===== config.mk =====
export PLATFORM = sky130hd
export DESIGN_NAME = hpi_host_port
export DESIGN_NICKNAME = d
export VERILOG_FILES = /design/src/hdl/hpi_sync.v /design/src/hdl/hpi_host_port.v
export VERILOG_INCLUDE_DIRS = /design/src /design/src/hdl
export SDC_FILE = /design/constraint.sdc
export NUM_CORES = 1
export LEC_CHECK = 0
export BUFFER_PORTS_ARGS = -buffer_cell sky130_fd_sc_hd__clkbuf_2
export CORE_MARGIN = 10
export CORE_UTILIZATION = 34
export CTS_BUF_LIST = sky130_fd_sc_hd__clkbuf_4 sky130_fd_sc_hd__clkbuf_8 sky130_fd_sc_hd__clkbuf_16
export CTS_CLUSTER_SIZE = 40
export DETAILED_ROUTE_END_ITERATION = 8
export PLACE_DENSITY_LB_ADDON = 0.25
export SETUP_SLACK_MARGIN = 0.5
export SKIP_CTS_REPAIR_TIMING = 1
export SYNTH_ARGS = -nofsm -noshare
export SYNTH_HDL_FRONTEND = slang
export SYNTH_SLANG_ARGS = --single-unit

===== constraint.sdc =====
create_clock -name clk -period 5.9 [get_ports clk]
set_input_delay 0.295 -clock clk [delete_from_list [all_inputs] [get_ports clk]]
set_output_delay 0.295 -clock clk [all_outputs]
set_load 0.02 [all_outputs]

===== src/hdl/hpi_regs.vh =====
// Constants for the host processor port: reset values, serial frame, states.
`ifndef HPI_REGS_VH
`define HPI_REGS_VH
`define HPI_SYNC_W        26
`define HPI_SYNC_RST      26'h0000000
`define HPI_ADDR_RST      11'h000
`define HPI_DATA_RST      8'h00
`define HPI_SER_CNT_RST   5'h00
`define HPI_SER_CMD_LAST  5'h0B
`define HPI_SER_FRM_LAST  5'h13
`define HPI_SER_FRM_BITS  5'h14
`define HPI_ST_IDLE       2'h0
`define HPI_ST_RD_WAIT    2'h1
`define HPI_ST_HOLD       2'h2
`endif


===== src/hdl/hpi_sync.v =====
// Two flip-flop synchroniser for a vector of asynchronous inputs.
`timescale 1ns/1ns
module hpi_sync #(
    parameter W = 1
) (
    input  wire         clk,
    input  wire         rst_sync_n,
    input  wire [W-1:0] din,
    output reg  [W-1:0] dout
);
    reg [W-1:0] stage1;

    always @(posedge clk or negedge rst_sync_n) begin
        if (!rst_sync_n) begin
            stage1 <= {W{1'b0}};
            dout   <= {W{1'b0}};
        end else begin
            stage1 <= din;
            dout   <= stage1;
        end
    end
endmodule // hpi_sync


===== src/hdl/hpi_host_port.v =====
// Host processor port: two parallel bus styles and a four-wire serial mode.
`timescale 1ns/1ns
`include "hpi_regs.vh"
module hpi_host_port (
    input  wire        clk,
    input  wire        rst_n,
    input  wire        port_type_select,
    input  wire        parallel_style_select,
    input  wire        bus_multiplex_select,
    input  wire        chip_select_n,
    input  wire        dirstyle_addr_strobe,
    input  wire        data_strobe_n,
    input  wire        serial_in_line,
    input  wire [10:0] addr,
    input  wire [7:0]  data_in,
    output wire        serial_out_line,
    output reg  [7:0]  data_out,
    output wire        data_oe_n,
    output reg  [10:0] reg_addr,
    output reg  [7:0]  reg_wdata,
    output reg         reg_wr,
    output reg         reg_rd,
    input  wire [7:0]  reg_rdata
);
    reg         rst_s1;
    reg         rst_sync_n;
    wire [25:0] s_in;
    reg         p_alat;
    reg         p_strb;
    reg         p_sin;
    reg  [1:0]  state;
    reg         is_read;
    reg         drive;
    reg         wr_late;
    reg  [7:0]  wr_hold;
    reg  [10:0] lat_addr;
    reg  [4:0]  ser_cnt;
    reg  [18:0] ser_shift;
    reg         ser_read;
    reg         ser_load;
    reg  [7:0]  ser_out;
    reg         sout_bit;

    always @(posedge clk or negedge rst_n) begin
        if (!rst_n) begin
            rst_s1     <= 1'b0;
            rst_sync_n <= 1'b0;
        end else begin
            rst_s1     <= 1'b1;
            rst_sync_n <= rst_s1;
        end
    end

    hpi_sync #(.W(`HPI_SYNC_W)) u_sync (
        .clk        (clk),
        .rst_sync_n (rst_sync_n),
        .din        ({port_type_select, parallel_style_select,
                      bus_multiplex_select, chip_select_n,
                      dirstyle_addr_strobe, data_strobe_n,
                      serial_in_line, addr, data_in}),
        .dout       (s_in)
    );

    wire        s_ptype = s_in[25];
    wire        s_style = s_in[24];
    wire        s_mux   = s_in[23];
    wire        s_cs_n  = s_in[22];
    wire        s_alat  = s_in[21];
    wire        s_strb  = s_in[20];
    wire        s_sin   = s_in[19];
    wire [10:0] s_a     = s_in[18:8];
    wire [7:0]  s_d     = s_in[7:0];

    wire serial    = ~s_ptype;
    wire dstr_sty  = s_ptype & ~s_style;
    wire pair_sty  = s_ptype & s_style;
    wire strb_fall = p_strb & ~s_strb;
    wire strb_rise = ~p_strb & s_strb;
    wire alat_fall = p_alat & ~s_alat;
    wire wr_fall   = p_sin & ~s_sin;
    wire selected  = ~s_cs_n;

    // A read in the data-strobe style is a strobe fall with direction high.
    wire start_rd = selected & strb_fall
                  & (pair_sty | (dstr_sty & s_sin));
    wire start_wr = selected & ((pair_sty & wr_fall)
                              | (dstr_sty & strb_fall & ~s_sin));
    // Muxed: low byte came from the data pins at the address strobe fall.
    wire [10:0] cur_addr = s_mux ? {s_a[10:8], lat_addr[7:0]}
                                 : s_a;
    // The transfer ends when its strobe returns high or chip select rises.
    wire strobe_up = (pair_sty & ~is_read) ? s_sin : s_strb;
    wire xfer_end  = s_cs_n | strobe_up;

    wire [11:0] ser_cmd = {ser_shift[10:0], s_sin};
    wire [7:0]  ser_dat = {ser_shift[6:0], s_sin};

    always @(posedge clk or negedge rst_sync_n) begin
        if (!rst_sync_n) begin
            p_alat    <= 1'b0;
            p_strb    <= 1'b0;
            p_sin     <= 1'b0;
            state     <= `HPI_ST_IDLE;
            is_read   <= 1'b0;
            drive     <= 1'b0;
            wr_late   <= 1'b0;
            wr_hold   <= `HPI_DATA_RST;
            lat_addr  <= `HPI_ADDR_RST;
            data_out  <= `HPI_DATA_RST;
            reg_addr  <= `HPI_ADDR_RST;
            reg_wdata <= `HPI_DATA_RST;
            reg_wr    <= 1'b0;
            reg_rd    <= 1'b0;
            ser_cnt   <= `HPI_SER_CNT_RST;
            ser_shift <= 19'h00000;
            ser_read  <= 1'b0;
            ser_load  <= 1'b0;
            ser_out   <= `HPI_DATA_RST;
            sout_bit  <= 1'b0;
        end else begin
            p_alat   <= s_alat;
            p_strb   <= s_strb;
            p_sin    <= s_sin;
            reg_wr   <= 1'b0;
            reg_rd   <= 1'b0;
            ser_load <= 1'b0;
            if (s_ptype && s_mux && alat_fall) begin
                lat_addr <= {s_a[10:8], s_d};
            end
            if (serial) begin
                state <= `HPI_ST_IDLE;
                drive <= 1'b0;
                if (s_cs_n) begin
                    ser_cnt <= `HPI_SER_CNT_RST;
                end else if (strb_rise && ser_cnt != `HPI_SER_FRM_BITS) begin
                    ser_shift <= {ser_shift[17:0], s_sin};
                    ser_cnt   <= ser_cnt + 5'h01;
                    if (ser_cnt == `HPI_SER_CMD_LAST) begin
                        ser_read <= ser_cmd[11];
                        reg_addr <= ser_cmd[10:0];
                        reg_rd   <= ser_cmd[11];
                        ser_load <= ser_cmd[11];
                    end
                    if (ser_cnt == `HPI_SER_FRM_LAST && !ser_read) begin
                        reg_wdata <= ser_dat;
                        reg_wr    <= 1'b1;
                    end
                end else if (strb_fall && ser_read
                             && ser_cnt > `HPI_SER_CMD_LAST) begin
                    sout_bit <= ser_out[7];
                    ser_out <= {ser_out[6:0], 1'b0};
                end
                if (ser_load) begin
                    ser_out <= reg_rdata;
                end
            end else begin
                case (state)
                    `HPI_ST_IDLE: begin
                        if (start_rd) begin
                            reg_addr <= cur_addr;
                            reg_rd   <= 1'b1;
                            is_read  <= 1'b1;
                            drive    <= 1'b1;
                            state    <= `HPI_ST_RD_WAIT;
                        end else if (start_wr) begin
                            reg_addr  <= cur_addr;
                            is_read   <= 1'b0;
                            state     <= `HPI_ST_HOLD;
                            // Strobe-pair data may settle late, so it is
                            // written at the strobe's rise.
                            wr_late   <= pair_sty;
                            wr_hold   <= s_d;
                            reg_wdata <= s_d;
                            reg_wr    <= dstr_sty;
                        end
                    end
                    `HPI_ST_RD_WAIT: begin
                        data_out <= reg_rdata;
                        state    <= `HPI_ST_HOLD;
                    end
                    `HPI_ST_HOLD: begin
                        if (wr_late) begin
                            wr_hold <= s_d;
                        end
                        if (xfer_end) begin
                            state   <= `HPI_ST_IDLE;
                            drive   <= 1'b0;
                            wr_late <= 1'b0;
                            if (wr_late) begin
                                reg_wdata <= wr_hold;
                                reg_wr    <= 1'b1;
                            end
                        end
                    end
                    default: begin
                        state <= `HPI_ST_IDLE;
                        drive <= 1'b0;
                    end
                endcase
            end
        end
    end

    // Ready falls only while read data is fetched; writes never wait.
    wire rdy   = (state != `HPI_ST_RD_WAIT);
    wire ack_n = (state != `HPI_ST_HOLD);

    assign serial_out_line = serial ? sout_bit : (dstr_sty ? ack_n : rdy);
    assign data_oe_n       = ~(drive & ~serial);
endmodule // hpi_host_port


==> flow_summary.toml, run 1 <==
[outcome]
outcome = "complete, no violations"

[floorplan]
ios = 67
fp-row-count = 44
dieArea_um2 = 20400
die_h_um = 143
die_w_um = 143
core_um2 = 14600
start_util = 0.350

[pwr]
seqPwrFrac = 0.446
p_sw_frac = 0.249
ir_drop_uv = 195
report.power.total_uw = 2520
p_int_uw = 1890
power_leakage_uw = 0.00304
p_comb_frac = 0.126
powerDensity_nw_per_um2 = 387
power.share.clock = 0.428
power.switching_uw = 627

[critical_path]
crit_path_start_kind = "flop"
cp.arrival_ns = 3.33
critPathMaxFanout = 52
cp-end-kind = "flop"
cp.required_ns = 6.19
slowest_stage = "dfrtp_2"
cp_cell_sequence = "nor4b_4, nand2_4, or4_1, a221o_1, mux2_4"
path_class = "flop to flop"
cpPeakStageDelay_ns = 0.73

[synthesis]
seq_area_frac_synth = 0.654
ys.flop_type = "dfrtp_1"
synth_edf_count = 0
ys_seq_elements = 134
synth_area_um2 = 5120
synth.top_cells.by_area = "dfrtp_1 (65%), mux2_2 (11%), nand2_1 (2.7%)"
yosysWarnings = 0
async_reset_ff_frac = 1.00
syn_inst = 381
syn_nets = 419
synth_top_area_cell = "dfrtp_1"
synth_top_area_share = 0.654
synth_cell_types = 46
avgSynthCellArea_um2 = 13.5

[drt]
num_vias = 3228
drtIter0Drc = 162
antenna_left = 0
detail_route.drc_violations = 0
drt-vias-per-instance = 4.78
wl_per_cell_um = 15.4
drt-total-wl_um = 10400
firstDrtPassIters = 4

[grt]
grt-ovfl-total = 0
grtUsageTotal = 0.107
grt_pass1_wl_um = 17000
first_global_vias = 3309
antenna_found_initial = 0
grt_max_degree = 73

[run]
drv_cap = 0

[placed_design]
dpl_cell_area_um2 = 5640
place_hpwl_um = 6870
numPortBuffers = 66
gp_congestion = 0.812

[cells_and_area]
areaGrowthSynthToFinish_pct = 27.2
diodes = 0
layout-drive-gt1-share = 0.328
layout_common_cells = "dfrtp_1 (132), clkbuf_2 (66), mux2_2 (49)"
post-route-util = 0.445
nets = 517
postLayoutCellArea_um2 = 6520
mostFrequentLayoutCell = "dfrtp_1"

[clock_network]
clockRootBuffer = "clkbuf_16"
cts_sinks = 134
path_clk_slew_ns = 0.06
clockBufferDepth = 2
tritoncts = "built"
cts_inserted_buffers = 17
cts-htree-levels = 4
clk_latency_ns = 0.41

[sta]
hold_viol_final = 0
report.final.slew_viol_count = 0
grt_setup_unrepaired = "no"
finalSetupTns_ns = 0
setup_viol = 0
fin_crit_ns = 3.04
worst_hold_slack_ns = 0.127
max_freq_mhz = 329
clock_skew_ns = 0.0148
slew_headroom = 0.356
post-route-period-util = 0.515
tightest_slew_ns = 0.967

[worst_hold_path]
worstHoldPathType = "input port to flop"
## cells in the mapped netlist (2+ instances only)
| library cell | n |
|---|---|
| o31a_1 | 7 |
| a31oi_1 | 8 |
| nor2b_1 | 2 |
| nand3b_1 | 2 |
| inv_1 | 10 |
| or4_1 | 2 |
| nand2b_1 | 11 |
| mux2_2 | 49 |
| o211ai_1 | 3 |
| nand4b_1 | 4 |
| ha_1 | 2 |
| o21ai_0 | 11 |
| nand3_1 | 4 |
| mux2_4 | 8 |
| a21oi_1 | 13 |
| o31ai_1 | 3 |
| nand2_1 | 37 |
| mux2i_1 | 8 |
| clkbuf_1 | 13 |
| o22a_1 | 7 |
| dfrtp_1 | 134 |
| buf_1 | 2 |
| nor2_1 | 18 |
## worst paths after layout
path	start	endpoint	slack [ns]	cells after the start
max	u_sync.dout[25]	reg_wdata[6]	2.86	5
min	reg_rdata[1]	data_out[1]	0.13	2
min reg2reg	u_sync.stage1[14]	u_sync.dout[14]	0.35	0
max reg2reg	u_sync.dout[25]	reg_wdata[6]	2.86	5
max in group asynchronous	rst_sync_n	reg_wr	4.10	1
min in group asynchronous	rst_n	rst_sync_n	0.20	2
## registers in the layout, summed over array words and instances, names as in the netlist, 5 cells and up
| signal | count |
|---|---|
| reg_addr | 11 |
| ser_shift | 11 |
| lat_addr | 8 |
| data_out | 8 |
| u_sync.stage1 | 26 |
| ser_cnt | 5 |
| ser_out | 8 |
| reg_wdata | 8 |
| u_sync.dout | 26 |
| wr_hold | 8 |
## metrics by stage
step	worst slack, ns	instances
2_1_floorplan	1.89	381
3_3_place_gp	2.92	617
3_5_place_dp	2.86	617
4_1_cts	2.85	648
5_1_grt	2.68	675
6_report	2.86	675
## kinds of logic after synthesis
kind of cell             count (synthesis)  share of synthesized area
buffers and inverters                   26                     0.0205
AND/OR/NAND/NOR                         90                     0.0898
AO/OA/AOI/OAI                           62                     0.0813
flip-flops                             134                      0.654
XOR/XNOR                                 1                    0.00171
multiplexers                            65                      0.147
adder cells (fa/ha/maj)                  2                    0.00488
other                                    1                   0.000732
## area by class of cell
| cell class | count | area, um^2 |
|---|---|---|
| Sequential cell | 134 | 3360 |
| Clock inverter | 10 | 144 |
| Tap cell | 184 | 230 |
| Multi-Input combinational cell | 221 | 1670 |
| Fill cell | 1345 | 8120 |
| Clock buffer | 21 | 468 |
| Inverter | 10 | 37.5 |
| Timing Repair Buffer | 95 | 616 |
## power by group through the flow
stage / registers, uW / logic (uW) / clock network [uW]
3_3_place_gp: 1140 / 306 / 0
4_1_cts: 1130 / 313 / 1110
6_report: 1120 / 318 / 1080
5_1_grt: 1140 / 348 / 1160
2_1_floorplan: 1180 / 151 / 0
3_5_place_dp: 1140 / 312 / 0
## layer usage
layer,up-vias,GRT usage,share of wire
met1,1625,0.134,0.45
met5,-,0,0
met3,5,0.0408,0.049
li1,1529,-,-
met4,0,0.0445,0.0053
met2,69,0.162,0.50
## critical path: cells and delay by family, from the launching register on
family	cells	cell delay (ns)
AO/OA/AOI/OAI	1	0.56
flip-flops	1	0.73
multiplexers	1	0.38
AND/OR/NAND/NOR	3	1.21
Power figures use the tool's default switching activity.
==> run 2, diff against run 1 <==
- clock period: 5.9 -> 2.6 ns (I/O delays scaled with it)
==> run 2 against run 1 <==
Critical path depth stayed put; first-iteration DRC count is 35% lower; sequential power is 130% higher; cell area is 5.4% higher; maximum frequency is 31% higher; combinational power is 150% higher; register-to-register slack worse by 2.6 ns; final cell count is 3.6% higher; via count is 2.9% higher; largest cell class unchanged.
==> flow_summary.toml, run 2 (synthesis results as in run 1) <==
[outcome]
outcome = "complete, no violations"

[clock_network]
tritoncts = "built"
cts_sinks = 134
clockBufferDepth = 2
cts_inserted_buffers = 17
clk_latency_ns = 0.42
cts-htree-levels = 4
clockRootBuffer = "clkbuf_16"
path_clk_slew_ns = 0.06

[run]
drv_cap = 0

[sta]
report.final.slew_viol_count = 0
grt_setup_unrepaired = "yes"
post-route-period-util = 0.892
fin_crit_ns = 2.32
clock_skew_ns = 0.0145
hold_viol_final = 0
finalSetupTns_ns = 0
max_freq_mhz = 431
setup_viol = 0
fin_ws_ns = 0.282

[drt]
drtIter0Drc = 105
drt-total-wl_um = 10600
detail_route.drc_violations = 0
drt-vias-per-instance = 4.75
firstDrtPassIters = 4
wl_per_cell_um = 15.2
num_vias = 3321
antenna_left = 0

[pwr]
power_leakage_uw = 0.00320
ir_drop_uv = 699
powerDensity_nw_per_um2 = 882

[grt]
grt-ovfl-total = 0
antenna_found_initial = 0
grt_pass1_wl_um = 17400
grtUsageTotal = 0.110
grt_max_degree = 58
first_global_vias = 3379

[cells_and_area]
layout_common_cells = "dfrtp_1 (130), clkbuf_2 (66), mux2_2 (49)"
layout-drive-gt1-share = 0.359
mostFrequentLayoutCell = "dfrtp_1"
n_fill_cell = 1301
reg.largest.list = "u_sync.dout (26), u_sync.stage1 (26)"
diodes = 0
nets = 540
areaGrowthSynthToFinish_pct = 34.1
post-route-util = 0.469

[critical_path]
cp.arrival_ns = 2.62
cp_cell_sequence = "nor4b_4, nand2_4, or4_4, a221o_4, mux2_4"
cp-end-kind = "flop"
slowest_stage = "a221o_4"
cpPeakStageDelay_ns = 0.54
critPathMaxFanout = 8
path_class = "flop to flop"
crit_path_start_kind = "flop"
cp.required_ns = 2.90

[worst_hold_path]
worstHoldPathType = "input port to asynchronous set/reset pin"

[placed_design]
numPortBuffers = 66
pre_cts_ws_ns = 0.160
gp_congestion = 0.885
place_hpwl_um = 7070

[floorplan]
dieArea_um2 = 20400
core_um2 = 14600
die_h_um = 143
ios = 67
start_util = 0.350
fp-row-count = 44
die_w_um = 143
-- run 2: cell count changes in the layout (fill, tap and decap cells not counted), moves of 2 or more --
cell and delta:
dfrtp_2 +2, dfrtp_1 -2, clkinv_4 +3, bufinv_16 +3, buf_4 +10, dlygate4sd3_1 +8, buf_6 +2, inv_6 -3
buf_12 +3
-- run 2: worst paths after layout --
path / to / slack, ns / cells after the start / from
worst max-delay path: reg_wdata[0] / 0.28 / 5 / p_strb
worst min-delay path: rst_s1 / 0.04 / 2 / rst_n
worst max register to register: reg_wdata[0] / 0.28 / 5 / p_strb
worst min register to register: wr_hold[7] / 0.29 / 0 / rst_sync_n
max in group asynchronous: u_sync.stage1[9] / 1.66 / 1 / rst_sync_n
min in group clk: u_sync.dout[12] / 0.34 / 0 / u_sync.stage1[12]
-- run 2: final cells by class --
cell class | count | area, um^2 | area share
Tap cell | 184 | 230 | 0.0335
Multi-Input combinational cell | 221 | 1700 | 0.248
Sequential cell | 134 | 3360 | 0.489
Clock buffer | 21 | 468 | 0.0681
Clock inverter | 11 | 221 | 0.0322
Timing Repair Buffer | 118 | 853 | 0.124
Inverter | 10 | 37.5 | 0.00546
-- run 2: metal layers --
layer	global-route usage	part of all wire	vias up
met1	0.132	0.44	1632
met5	0	0	-
met2	0.171	0.50	90
met4	0.0548	0.014	0
met3	0.0415	0.054	16
li1	-	-	1583
-- run 2: power breakdown --
group          internal, uW  leakage, uW  total (uW)  switching (uW)
Sequential             2360      0.00164        2520             166
Clock                  1870     0.000331        2750             878
Combinational           388      0.00123         784             396
-- run 2: critical path: cells and delay by family (launching register included) --
family,cells,cell delay [ns]
muxes,1,0.32
and+or+nand+nor,3,0.93
DFF,1,0.41
AOI/OAI and AO/OA,1,0.54
-- run 2: metrics by stage --
stage	instance area, um^2	hold slack (ns)	total power (uW)	std cells
3_3_place_gp	5730	-0.0820	3280	626
2_1_floorplan	5130	-0.166	3020	381
6_report	6870	0.0368	6060	699
5_1_grt	6870	0.0301	6340	699
4_1_cts	6420	-0.526	6090	658
3_5_place_dp	5730	-0.0813	3310	626
